**config.mk**
```make
export PLATFORM = sky130hd
export DESIGN_NAME = transmitter_control_registers
export DESIGN_NICKNAME = d
export VERILOG_FILES = /design/src/rtl/txctl_pkg.sv /design/src/rtl/fast_acquire_ctl.sv /design/src/rtl/transmitter_control_registers.sv
export SDC_FILE = /design/constraint.sdc
export NUM_CORES = 1
export LEC_CHECK = 0
export ABC_AREA = 1
export ABC_CLOCK_PERIOD_IN_PS = 2480
export BUFFER_PORTS_ARGS = -buffer_cell sky130_fd_sc_hd__buf_2
export CORE_UTILIZATION = 43
export DETAILED_ROUTE_END_ITERATION = 12
export GPL_ROUTABILITY_DRIVEN = 0
export GPL_TIMING_DRIVEN = 0
export HOLD_SLACK_MARGIN = 0.1
export PLACE_DENSITY = 0.66
export SYNTH_ARGS = -nofsm -noshare
export SYNTH_HDL_FRONTEND = slang
export SYNTH_HIERARCHICAL = 1
export SYNTH_SLANG_ARGS = --single-unit
```
**constraint.sdc**
```tcl
create_clock -name clk_in -period 2.48 [get_ports clk_in]
set_input_delay 0.496 -clock clk_in [delete_from_list [all_inputs] [get_ports clk_in]]
set_output_delay 0.496 -clock clk_in [all_outputs]
set_load 0.02 [all_outputs]
```
**src/rtl/txctl_pkg.sv**
```systemverilog
`default_nettype none
package txctl_pkg;
  localparam int FRAME_BITS = 24;
  localparam int ADDR_BITS = 4;
  localparam int REG_BITS = 16;
  localparam logic [3:0] ADDR_OP_CONTROL = 4'h4;
  localparam logic [3:0] ADDR_CONFIGURATION = 4'h5;
  localparam logic [15:0] OP_CONTROL_RESET = 16'h892f;
  localparam logic [15:0] CONFIGURATION_RESET = 16'hd03f;
  // op_control fields
  localparam int OP_LO_PORT_SELECT = 15;
  localparam int OP_RF_HOLD = 14;
  localparam int OP_IF_HOLD = 13;
  localparam int OP_MODE_HI = 12;
  localparam int OP_MODE_LO = 11;
  localparam int OP_IF_PORT = 10;
  localparam int OP_IF_OSC = 9;
  localparam int OP_GAIN_HI = 8;
  localparam int OP_GAIN_LO = 6;
  localparam int OP_SIDEBAND = 5;
  localparam int OP_LO_BUF = 4;
  localparam int OP_MOD_SEL = 3;
  localparam int OP_KEEP_REGS_N = 2;
  localparam int OP_TX_SLEEP_N = 1;
  localparam int OP_SOFT_OFF_N = 0;
  // configuration fields
  localparam int CF_IF_SYNTH_N = 15;
  localparam int CF_RF_SYNTH_N = 14;
  localparam int CF_SWING = 12;
  localparam int CF_HALVE = 11;
  localparam int CF_EXT_OSC = 10;
  localparam int CF_IF_PUMP_HI = 9;
  localparam int CF_IF_PUMP_LO = 8;
  localparam int CF_RF_PUMP_HI = 7;
  localparam int CF_RF_PUMP_LO = 6;
  localparam int CF_IF_POL = 5;
  localparam int CF_RF_POL = 4;
  localparam int CF_IF_FAST = 3;
  localparam int CF_RF_FAST = 2;
  localparam int CF_LOCK_HI = 1;
  localparam int CF_LOCK_LO = 0;
  localparam int FAST_REVERSALS = 2;
  typedef enum logic [1:0] {
    MODE_FM = 2'b00,
    MODE_CELL = 2'b01,
    MODE_PCS_UPPER = 2'b10,
    MODE_PCS_LOWER = 2'b11
  } band_mode_e;
  typedef enum logic [1:0] {
    LOCK_TEST = 2'b00,
    LOCK_IF = 2'b01,
    LOCK_RF = 2'b10,
    LOCK_BOTH = 2'b11
  } lock_sel_e;
endpackage : txctl_pkg
`default_nettype wire

```
**src/rtl/fast_acquire_ctl.sv**
```systemverilog
`default_nettype none
module fast_acquire_ctl (
  input wire logic clk_in,
  input wire logic rst_in,
  input wire logic enable_in,
  input wire logic hold_in,
  input wire logic restart_in,
  input wire logic lead_in,
  input wire logic acquired_in,
  output logic boost_out
);
  import txctl_pkg::*;
  logic [1:0] rev_reg;
  logic lead_prev_reg;
  logic active_reg;
  always_ff @(posedge clk_in or posedge rst_in) begin
    if (rst_in) begin
      lead_prev_reg <= 1'b0;
    end else begin
      lead_prev_reg <= lead_in;
    end
  end
  // boost ends after second lead/lag reversal or on acquisition
  always_ff @(posedge clk_in or posedge rst_in) begin
    if (rst_in) begin
      rev_reg <= 2'b00;
      active_reg <= 1'b1;
    end else if (restart_in) begin
      rev_reg <= 2'b00;
      active_reg <= 1'b1;
    end else if (active_reg) begin
      if (acquired_in) begin
        active_reg <= 1'b0;
      end else if (lead_in != lead_prev_reg) begin
        if (rev_reg == 2'(FAST_REVERSALS - 1)) begin
          active_reg <= 1'b0;
        end
        rev_reg <= rev_reg + 2'b01;
      end
    end
  end
  // hold keeps boost after acquisition, only while fast acquire enabled
  assign boost_out = enable_in & (active_reg | hold_in);
endmodule : fast_acquire_ctl
`default_nettype wire

```
**src/rtl/transmitter_control_registers.sv**
```systemverilog
`default_nettype none
module transmitter_control_registers (
  input wire logic clk_in,
  input wire logic rst_in,
  input wire logic ser_clk_in,
  input wire logic ser_data_in,
  input wire logic chip_select_n_in,
  input wire logic tx_gate_pin_n_in,
  input wire logic if_lock_in,
  input wire logic rf_lock_in,
  input wire logic if_lead_in,
  input wire logic rf_lead_in,
  output logic [15:0] op_control_out,
  output logic [15:0] configuration_out,
  output logic lo_low_port_en_out,
  output logic lo_high_port_en_out,
  output logic pa_cell_out,
  output logic pa_pcs_upper_out,
  output logic pa_pcs_lower_out,
  output logic fm_mode_out,
  output logic if_high_ports_en_out,
  output logic if_low_ports_en_out,
  output logic if_osc_high_en_out,
  output logic if_osc_low_en_out,
  output logic [2:0] if_gain_step_out,
  output logic upper_sideband_out,
  output logic lo_copy_out_en_out,
  output logic lo_copy_halve_out,
  output logic quad_mod_en_out,
  output logic ext_mod_en_out,
  output logic core_power_en_out,
  output logic tx_path_en_out,
  output logic if_pll_en_out,
  output logic rf_pll_en_out,
  output logic swing_200mv_out,
  output logic ext_osc_buffer_en_out,
  output logic internal_if_osc_en_out,
  output logic [1:0] if_pump_level_out,
  output logic [1:0] rf_pump_level_out,
  output logic if_detector_positive_out,
  output logic rf_detector_positive_out,
  output logic if_pump_boost_out,
  output logic rf_pump_boost_out,
  output logic lock_indicator_out
);
  import txctl_pkg::*;
  logic [1:0] sclk_sync_reg;
  logic [1:0] sdat_sync_reg;
  logic [1:0] cs_sync_reg;
  logic [1:0] gate_sync_reg;
  logic [1:0] iflk_sync_reg;
  logic [1:0] rflk_sync_reg;
  logic [1:0] iflead_sync_reg;
  logic [1:0] rflead_sync_reg;
  logic sclk_prev_reg;
  logic cs_prev_reg;
  logic [FRAME_BITS-1:0] shift_reg;
  logic [15:0] op_reg;
  logic [15:0] cfg_reg;
  logic sclk_rise;
  logic cs_rise;
  logic [3:0] frame_addr;
  logic [15:0] frame_data;
  logic soft_off;
  logic awake;
  logic tx_gate_n;
  logic if_boost_raw;
  logic rf_boost_raw;
  logic if_restart;
  logic rf_restart;

  always_ff @(posedge clk_in or posedge rst_in) begin
    if (rst_in) begin
      sclk_sync_reg <= 2'b00;
      sdat_sync_reg <= 2'b00;
      cs_sync_reg <= 2'b11;
      gate_sync_reg <= 2'b11;
      iflk_sync_reg <= 2'b00;
      rflk_sync_reg <= 2'b00;
      iflead_sync_reg <= 2'b00;
      rflead_sync_reg <= 2'b00;
    end else begin
      sclk_sync_reg <= {sclk_sync_reg[0], ser_clk_in};
      sdat_sync_reg <= {sdat_sync_reg[0], ser_data_in};
      cs_sync_reg <= {cs_sync_reg[0], chip_select_n_in};
      gate_sync_reg <= {gate_sync_reg[0], tx_gate_pin_n_in};
      iflk_sync_reg <= {iflk_sync_reg[0], if_lock_in};
      rflk_sync_reg <= {rflk_sync_reg[0], rf_lock_in};
      iflead_sync_reg <= {iflead_sync_reg[0], if_lead_in};
      rflead_sync_reg <= {rflead_sync_reg[0], rf_lead_in};
    end
  end

  always_ff @(posedge clk_in or posedge rst_in) begin
    if (rst_in) begin
      sclk_prev_reg <= 1'b0;
      cs_prev_reg <= 1'b1;
    end else begin
      sclk_prev_reg <= sclk_sync_reg[1];
      cs_prev_reg <= cs_sync_reg[1];
    end
  end

  assign sclk_rise = sclk_sync_reg[1] & ~sclk_prev_reg;
  assign cs_rise = cs_sync_reg[1] & ~cs_prev_reg;
  assign frame_addr = shift_reg[ADDR_BITS-1:0];
  // bits 23..20 of the frame are don't-care
  assign frame_data = shift_reg[ADDR_BITS+REG_BITS-1:ADDR_BITS];

  // serial shifter keeps running even in soft power off
  always_ff @(posedge clk_in or posedge rst_in) begin
    if (rst_in) begin
      shift_reg <= '0;
    end else if (!cs_sync_reg[1] && sclk_rise) begin
      shift_reg <= {shift_reg[FRAME_BITS-2:0], sdat_sync_reg[1]};
    end
  end

  assign soft_off = ~op_reg[OP_SOFT_OFF_N];

  always_ff @(posedge clk_in or posedge rst_in) begin
    if (rst_in) begin
      op_reg <= OP_CONTROL_RESET;
      cfg_reg <= CONFIGURATION_RESET;
    end else if (cs_rise && frame_addr == ADDR_OP_CONTROL) begin
      op_reg <= frame_data;
    end else if (cs_rise && frame_addr == ADDR_CONFIGURATION) begin
      cfg_reg <= frame_data;
    end else if (soft_off) begin
      // registers return to power-up values; bus stays live
      op_reg <= OP_CONTROL_RESET;
      cfg_reg <= CONFIGURATION_RESET;
    end
  end

  assign op_control_out = op_reg;
  assign configuration_out = cfg_reg;

  // soft off, standby both clear awake; gain, sideband, halve, swing, pump level, polarity and lock outputs stay live
  assign awake = op_reg[OP_KEEP_REGS_N] & ~soft_off;
  assign tx_gate_n = gate_sync_reg[1];

  always_comb begin
    pa_cell_out = 1'b0;
    pa_pcs_upper_out = 1'b0;
    pa_pcs_lower_out = 1'b0;
    fm_mode_out = 1'b0;
    unique case (band_mode_e'(op_reg[OP_MODE_HI:OP_MODE_LO]))
      MODE_FM: begin
        fm_mode_out = awake;
        pa_cell_out = tx_path_en_out;
      end
      MODE_CELL: pa_cell_out = tx_path_en_out;
      MODE_PCS_UPPER: pa_pcs_upper_out = tx_path_en_out;
      MODE_PCS_LOWER: pa_pcs_lower_out = tx_path_en_out;
    endcase
  end

  assign lo_low_port_en_out = awake & op_reg[OP_LO_PORT_SELECT];
  assign lo_high_port_en_out = awake & ~op_reg[OP_LO_PORT_SELECT];
  // host keeps this bit clear in FM mode
  assign if_high_ports_en_out = awake & op_reg[OP_IF_PORT];
  assign if_low_ports_en_out = awake & ~op_reg[OP_IF_PORT];
  assign internal_if_osc_en_out = awake & ~cfg_reg[CF_EXT_OSC];
  assign ext_osc_buffer_en_out = awake & cfg_reg[CF_EXT_OSC];
  assign if_osc_high_en_out = internal_if_osc_en_out
                              & op_reg[OP_IF_OSC];
  assign if_osc_low_en_out = internal_if_osc_en_out
                             & ~op_reg[OP_IF_OSC];
  assign if_gain_step_out = op_reg[OP_GAIN_HI:OP_GAIN_LO];
  assign upper_sideband_out = op_reg[OP_SIDEBAND];
  assign lo_copy_out_en_out = awake & op_reg[OP_LO_BUF];
  assign lo_copy_halve_out = cfg_reg[CF_HALVE];
  assign quad_mod_en_out = tx_path_en_out & op_reg[OP_MOD_SEL];
  assign ext_mod_en_out = tx_path_en_out & ~op_reg[OP_MOD_SEL];
  assign core_power_en_out = awake;
  // software sleep and the gate pin act alike
  assign tx_path_en_out = awake & op_reg[OP_TX_SLEEP_N]
                          & tx_gate_n;
  assign if_pll_en_out = awake & cfg_reg[CF_IF_SYNTH_N];
  assign rf_pll_en_out = awake & cfg_reg[CF_RF_SYNTH_N];
  assign swing_200mv_out = cfg_reg[CF_SWING];
  assign if_pump_level_out = cfg_reg[CF_IF_PUMP_HI:CF_IF_PUMP_LO];
  assign rf_pump_level_out = cfg_reg[CF_RF_PUMP_HI:CF_RF_PUMP_LO];
  assign if_detector_positive_out = cfg_reg[CF_IF_POL];
  assign rf_detector_positive_out = cfg_reg[CF_RF_POL];

  // acquisition restarts when the PLL is off or its config is rewritten
  assign if_restart = ~if_pll_en_out
                      | (cs_rise && frame_addr == ADDR_CONFIGURATION);
  assign rf_restart = ~rf_pll_en_out
                      | (cs_rise && frame_addr == ADDR_CONFIGURATION);

  fast_acquire_ctl u_if_fast (
    .clk_in(clk_in),
    .rst_in(rst_in),
    .enable_in(cfg_reg[CF_IF_FAST]),
    .hold_in(op_reg[OP_IF_HOLD]),
    .restart_in(if_restart),
    .lead_in(iflead_sync_reg[1]),
    .acquired_in(iflk_sync_reg[1]),
    .boost_out(if_boost_raw)
  );

  fast_acquire_ctl u_rf_fast (
    .clk_in(clk_in),
    .rst_in(rst_in),
    .enable_in(cfg_reg[CF_RF_FAST]),
    .hold_in(op_reg[OP_RF_HOLD]),
    .restart_in(rf_restart),
    .lead_in(rflead_sync_reg[1]),
    .acquired_in(rflk_sync_reg[1]),
    .boost_out(rf_boost_raw)
  );

  assign if_pump_boost_out = if_pll_en_out & if_boost_raw;
  assign rf_pump_boost_out = rf_pll_en_out & rf_boost_raw;

  always_comb begin
    lock_indicator_out = 1'b0;
    unique case (lock_sel_e'(cfg_reg[CF_LOCK_HI:CF_LOCK_LO]))
      LOCK_TEST: lock_indicator_out = 1'b0;
      LOCK_IF: lock_indicator_out = iflk_sync_reg[1];
      LOCK_RF: lock_indicator_out = rflk_sync_reg[1];
      LOCK_BOTH: lock_indicator_out = iflk_sync_reg[1] & rflk_sync_reg[1];
    endcase
  end

  // assertions
  a_load_op_reg: assert property (@(posedge clk_in) disable iff (rst_in)
    cs_rise && frame_addr == ADDR_OP_CONTROL
    |=> op_reg == $past(frame_data))
    else $error("op_control not loaded on chip select rise");
  a_load_cfg_reg: assert property (@(posedge clk_in) disable iff (rst_in)
    cs_rise && frame_addr == ADDR_CONFIGURATION
    |=> cfg_reg == $past(frame_data))
    else $error("configuration not loaded on chip select rise");
  a_shift_hold: assert property (@(posedge clk_in) disable iff (rst_in)
    cs_sync_reg[1] |=> shift_reg == $past(shift_reg))
    else $error("shift register moved with chip select high");
  a_shift_bit: assert property (@(posedge clk_in) disable iff (rst_in)
    !cs_sync_reg[1] && sclk_rise
    |=> shift_reg[0] == $past(sdat_sync_reg[1]))
    else $error("serial bit not captured");
  a_soft_off_rst: assert property (@(posedge clk_in) disable iff (rst_in)
    soft_off && !cs_rise |=> op_reg == OP_CONTROL_RESET
    && cfg_reg == CONFIGURATION_RESET)
    else $error("soft power off did not restore defaults");
  a_standby_off: assert property (@(posedge clk_in) disable iff (rst_in)
    !op_reg[OP_KEEP_REGS_N] |-> !tx_path_en_out && !if_pll_en_out
    && !rf_pll_en_out && !lo_copy_out_en_out)
    else $error("function active in standby");
  a_tx_sleep: assert property (@(posedge clk_in) disable iff (rst_in)
    !op_reg[OP_TX_SLEEP_N] || !tx_gate_n
    |-> !quad_mod_en_out && !ext_mod_en_out)
    else $error("modulator active in tx sleep");
  a_pa_select: assert property (@(posedge clk_in) disable iff (rst_in)
    tx_path_en_out && op_reg[OP_MODE_HI:OP_MODE_LO] == MODE_PCS_UPPER
    |-> pa_pcs_upper_out && !pa_cell_out && !pa_pcs_lower_out)
    else $error("wrong PA output for upper PCS");
  a_lock_route: assert property (@(posedge clk_in) disable iff (rst_in)
    cfg_reg[CF_LOCK_HI:CF_LOCK_LO] == LOCK_BOTH
    |-> lock_indicator_out == (iflk_sync_reg[1] & rflk_sync_reg[1]))
    else $error("lock indicator not AND of both");
  a_lo_buffer: assert property (@(posedge clk_in) disable iff (rst_in)
    !op_reg[OP_LO_BUF] |-> !lo_copy_out_en_out)
    else $error("lo copy buffer on with bit clear");
  a_mod_select: assert property (@(posedge clk_in) disable iff (rst_in)
    tx_path_en_out |-> quad_mod_en_out == op_reg[OP_MOD_SEL]
    && ext_mod_en_out == !op_reg[OP_MOD_SEL])
    else $error("modulation select mismatch");
  a_lo_port: assert property (@(posedge clk_in) disable iff (rst_in)
    awake |-> lo_low_port_en_out == op_reg[OP_LO_PORT_SELECT]
    && lo_high_port_en_out != op_reg[OP_LO_PORT_SELECT])
    else $error("LO port select mismatch");
  a_boost_gate: assert property (@(posedge clk_in) disable iff (rst_in)
    !cfg_reg[CF_RF_FAST] |-> !rf_pump_boost_out)
    else $error("RF boost without fast acquire");
endmodule : transmitter_control_registers
`default_nettype wire

```
After elaboration in Yosys (flattened, before gate mapping) --
Cells that the tools add are included. W data, S select, Z words.
Word-level totals: register bits 78, input port bits 10, output and inout port bits 66, logic and storage cells 119
Operators by class: add/sub/neg operators 2, equal/unequal tests 17, multiplexer cells 28, bitwise operators 37, reductions and logical operators 15
Operators by type and width (number):
- $mux W16 | 5
- $and A1 B1 Y1 | 23
- $mux W2 | 8
- $mux W1 | 14
- $not A1 Y1 | 10
- $eq A2 B1 Y1 const B | 4
- $eq A2 B2 Y1 const B | 4
- $eq A4 B3 Y1 const B | 2
- $ne A2 B1 Y1 const B | 4
- $reduce_bool A2 Y1 | 4
- $reduce_and A3 Y1 | 2
- $add A2 B1 Y2 const B | 2
- $logic_not A2 Y1 | 2
- $or A1 B1 Y1 | 4
- $pmux W1 S4 | 1
- $reduce_and A2 Y1 | 2
- $logic_and A1 B1 Y1 | 3
- $ne A1 B1 Y1 | 2
- $ne A2 B2 Y1 const B | 1
- $reduce_or A2 Y1 | 1
- $logic_not A1 Y1 | 1

Longest topological paths before layout --
depth in word-level cells 6, gate-level depth with buffers 8, gate-level depth less buffers 7

Modules after synthesis --
The synthesis kept the hierarchy.
By module, submodules not included:
- transmitter_control_registers | instances 1, cells an instance 312, area each 2955.3 sq um, sequential area each 1779.2 sq um
- fast_acquire_ctl | instances 2, cells an instance 30, area each 244.0 sq um, sequential area each 101.3 sq um

Worst setup path before layout --
OpenSTA, ideal clock, no wires.
path kind flip-flop to output port, start point reg op_reg[0] (netlist: op_control_out[0]), end point out pa_pcs_upper_out, arrival time 1.635 ns, data required time 1.984 ns, slack 0.349 ns, cell stages (with the launch flop) 7, path through dfstp_2 -> nand2_1 -> inv_2 -> nand3_1 -> inv_1 -> nand2_1 -> nor2_1
Between the ends: longest elaborated chain between the ends 4
RTL lines:
- from (decl) | RTL line transmitter_control_registers.sv:58 | logic [15:0] op_reg;
- from (signal assigned) | RTL line transmitter_control_registers.sv:126 | op_reg <= frame_data;
- $and A1 B1 Y1 | RTL line transmitter_control_registers.sv:140 | assign awake = op_reg[OP_KEEP_REGS_N] & ~soft_off;
- named net core_power_en_out | RTL line transmitter_control_registers.sv:31 | output logic core_power_en_out,
- $and A1 B1 Y1 | RTL line transmitter_control_registers.sv:178 | assign tx_path_en_out = awake & op_reg[OP_TX_SLEEP_N]
- $and A1 B1 Y1 | RTL line transmitter_control_registers.sv:179 | & tx_gate_n;
- named net tx_path_en_out | RTL line transmitter_control_registers.sv:32 | output logic tx_path_en_out,
- $mux W1 | RTL line transmitter_control_registers.sv:148 | unique case (band_mode_e'(op_reg[OP_MODE_HI:OP_MODE_LO]))
- to (decl) | RTL line transmitter_control_registers.sv:18 | output logic pa_pcs_upper_out,
The timed path passes the listed nets, and every way through them passes these cells.

Final worst setup path --
start point reg op_reg[0] (netlist: op_control_out[0]), end point out pa_pcs_upper_out
Between the ends: longest elaborated chain between the ends 4
RTL lines (RTL line):
- $and A1 B1 Y1 | transmitter_control_registers.sv:140
- $and A1 B1 Y1 | transmitter_control_registers.sv:178
- $and A1 B1 Y1 | transmitter_control_registers.sv:179
- $mux W1 | transmitter_control_registers.sv:148
No other way between the ends.

==> results.ini <==
[status]
outcome=finished clean

[hold_path]
hold_start=chip_select_n_in
hold_class=in2reg

[setup_path]
critPathCaptureType=output port
worstPathRequired_ps=1980
crit_top_cell=nand2_1
cp-endpoint=pa_pcs_upper_out
critPathMaxFanout=6
crit_path_cell_trace=nand2_1 > inv_2 > nand3_1 > inv_1 > nand2_1 > nor2_1 > buf_2
reg2reg_slack_ps=910
crit_slowest_cell=dfstp_2
r2r-end=op_control_out[5]
r2r_cells=6
startpoint_type=flip-flop
cp.arrival_ps=1820
path_depth=7
critPathLaunch=op_control_out[0]
cp_num_buf_inv=3
cp_top_family=flip-flops
path_class=reg2out
max_stage_delay_ps=620
rr_startpoint=cs_sync_reg[1]

[synth]
yosys_warnings=6
yosys.area.top_type=dfrtp_1
netlist-cell-type-count=26
syn_avg_cell_area_sq_um=9.256
synthesis.nets=384
ys_seq_area_share_pct=57.56
ys_seq_elements=78
synth_top_area_share_pct=39.24
synthTopCellsByArea=dfrtp_1 39%, dfstp_2 18%, nand2_1 13%
netlist_area_sq_um=3443
netlist_instances=372

[clocking]
clock_sinks=78
cts_tree=built
clockBufferDepth=2
path_clk_slew_ps=70
clk_latency_ps=340
root_buffer=clkbuf_8
cts_buffers=9
htree_levels=3

[power_and_ir_drop]
power_leakage_nw=2.250
ir_drop_mv=0.5511
power_density_nw_per_um2=1207

[global_route]
grt-ovfl-total=0
grt_pass1_vias=2493
antenna_found_initial=0
grt_pass1_wl_mm=11.79
track_usage_pct=18.22
grt_max_degree=71

[floorplan]
die-area_sq_um=8370
initial_core_util_pct=44.56
die_h_um=91.49
core-area_sq_um=7727
rows=32
die_x_um=91.49
pin_count=76

[detailed_routing]
first_iter_violations=172
firstDrtPassIters=4
via_per_inst=4.657
drc=0
routed_wl_mm=7.054
ant_nets=0
routedWlPerCell_um=12.46
vias=2636

[finish]
drive_gt1_share_pct=33.62
final_area_sq_um=4207
multi_input_area_sq_um=1136
postLayoutCoreUtil_pct=54.44
largest_reg_flops=20
area_growth_syn_to_layout_pct=22.17
fin_nets=471
regArea_sq_um=1982
fillCellCount=716
num_antenna_cells=0

[sta]
slew_viol_final=0
setup_slack_ps=159.6
rsz0062_at_grt=no
timing.fmax_ghz=0.4310
slew_headroom_pct=43.50
worst_slew_pin_slew_ps=847.6
min_period_ps=2320
fin_worst_skew_ps=5.466
setup_violations=0
period_share_pct=93.56
fin_setup_tns_ps=0
hold_violations=0

[placed_design]
place_area_sq_um=3949
portBuffers=75
dp_hpwl_mm=5.077
dpl_worst_slack_ps=480.5

[run]
maxCapViolations=0

## stage by stage
stage	power [mW]	cells	hold slack, ps
after floorplan	3.337	372	261.4
after global placement	3.916	549	332.3
after detailed placement	3.968	549	335.6
after CTS	5.132	566	227.4
after global routing	5.398	566	225.3
final	5.076	566	248.4
## synth_stat cells
cell type	n
buf_4	13
inv_1	38
ha_1	2
nand3_4	2
nand4_1	20
a21oi_1	8
nand3b_1	1
buf_6	2
nor2_8	3
nor2_4	2
nor3_1	2
clkbuf_1	6
nand2_1	115
o21ai_0	14
dfstp_2	24
inv_2	8
mux2i_1	1
dfrtp_1	54
nand2_2	2
nand3_2	2
buf_2	2
nor2_1	21
nand2_4	4
nand3_1	21
nor3b_1	3
o21a_1	2
## cell type report
class	count	area share, %
flip-flops and latches	78	47.11
well taps	102	3.034
clock inverters	6	2.588
multi-input cells	225	27.01
plain buffers	23	3.659
repair buffers	76	9.161
inverters	46	4.164
clock buffers	10	3.272
## worst reg2reg max path, stage by stage, from the launching register on
cell      delay (ps)
dfstp_2          540
nand2_1           60
inv_2            160
clkbuf_1         370
nand4_1          200
nand3_1          120
nand2_1           60
## worst min-delay path by stage
stage / endpoint / depth (start not counted)
2_1_floorplan: u_if_fast/lead_prev_reg / 1
3_3_place_gp: iflk_sync_reg[1] / 0
3_5_place_dp: iflk_sync_reg[1] / 0
4_1_cts: cs_sync_reg[0] / 1
5_1_grt: cs_sync_reg[0] / 1
6_report: cs_sync_reg[0] / 1
## cells by family (layout without fill, tap and decap cells)
group           count (synthesis)  in the layout  synth area share, %
simple gates                  198            198                28.34
flops                          78             78                57.56
buf+inv                        69            161                9.448
compound gates                 24             24                3.634
fa+ha+maj                       2              2               0.7266
mux                             1              1               0.2907
## cell usage in the layout (no fill, tap or decap), types with 4 or more instances in the layout
cell | netlist | routed
nand3_1 | 21 | 21
nand4_1 | 20 | 20
nand2_1 | 115 | 115
buf_2 | 2 | 77
nor2_1 | 21 | 21
clkbuf_1 | 6 | 5
buf_4 | 13 | 13
clkbuf_8 | 0 | 10
a21oi_1 | 8 | 8
nand2_4 | 4 | 4
dfrtp_1 | 54 | 54
o21ai_0 | 14 | 14
inv_1 | 38 | 37
inv_2 | 8 | 8
dfstp_2 | 24 | 24
## where the power goes
part           internal [mW]  switching [mW]  leakage (nW)
logic                  0.676            1.24          1.20
clock network          0.692           0.452         0.116
registers               1.72           0.296         0.932
total                   3.09            1.99          2.25
## repair_timing
action	4_1_cts	5_1_grt
endpoints found under the setup margin	0	2
hold buffers	1	0
buffers inserted	0	0
hold endpoints to repair	6	0
gates resized for setup	0	2
## routing by layer
| layer | GRT usage [%] | vias up | wire length (um) |
|---|---|---|---|
| li1 | - | 1340 | - |
| met1 | 24.13 | 1240 | 3362 |
| met2 | 29.07 | 50 | 3320 |
| met3 | 4.439 | 6 | 281 |
| met4 | 6.481 | 0 | 89 |
| met5 | 0 | - | 0 |
(Power assumes the default switching activity.)
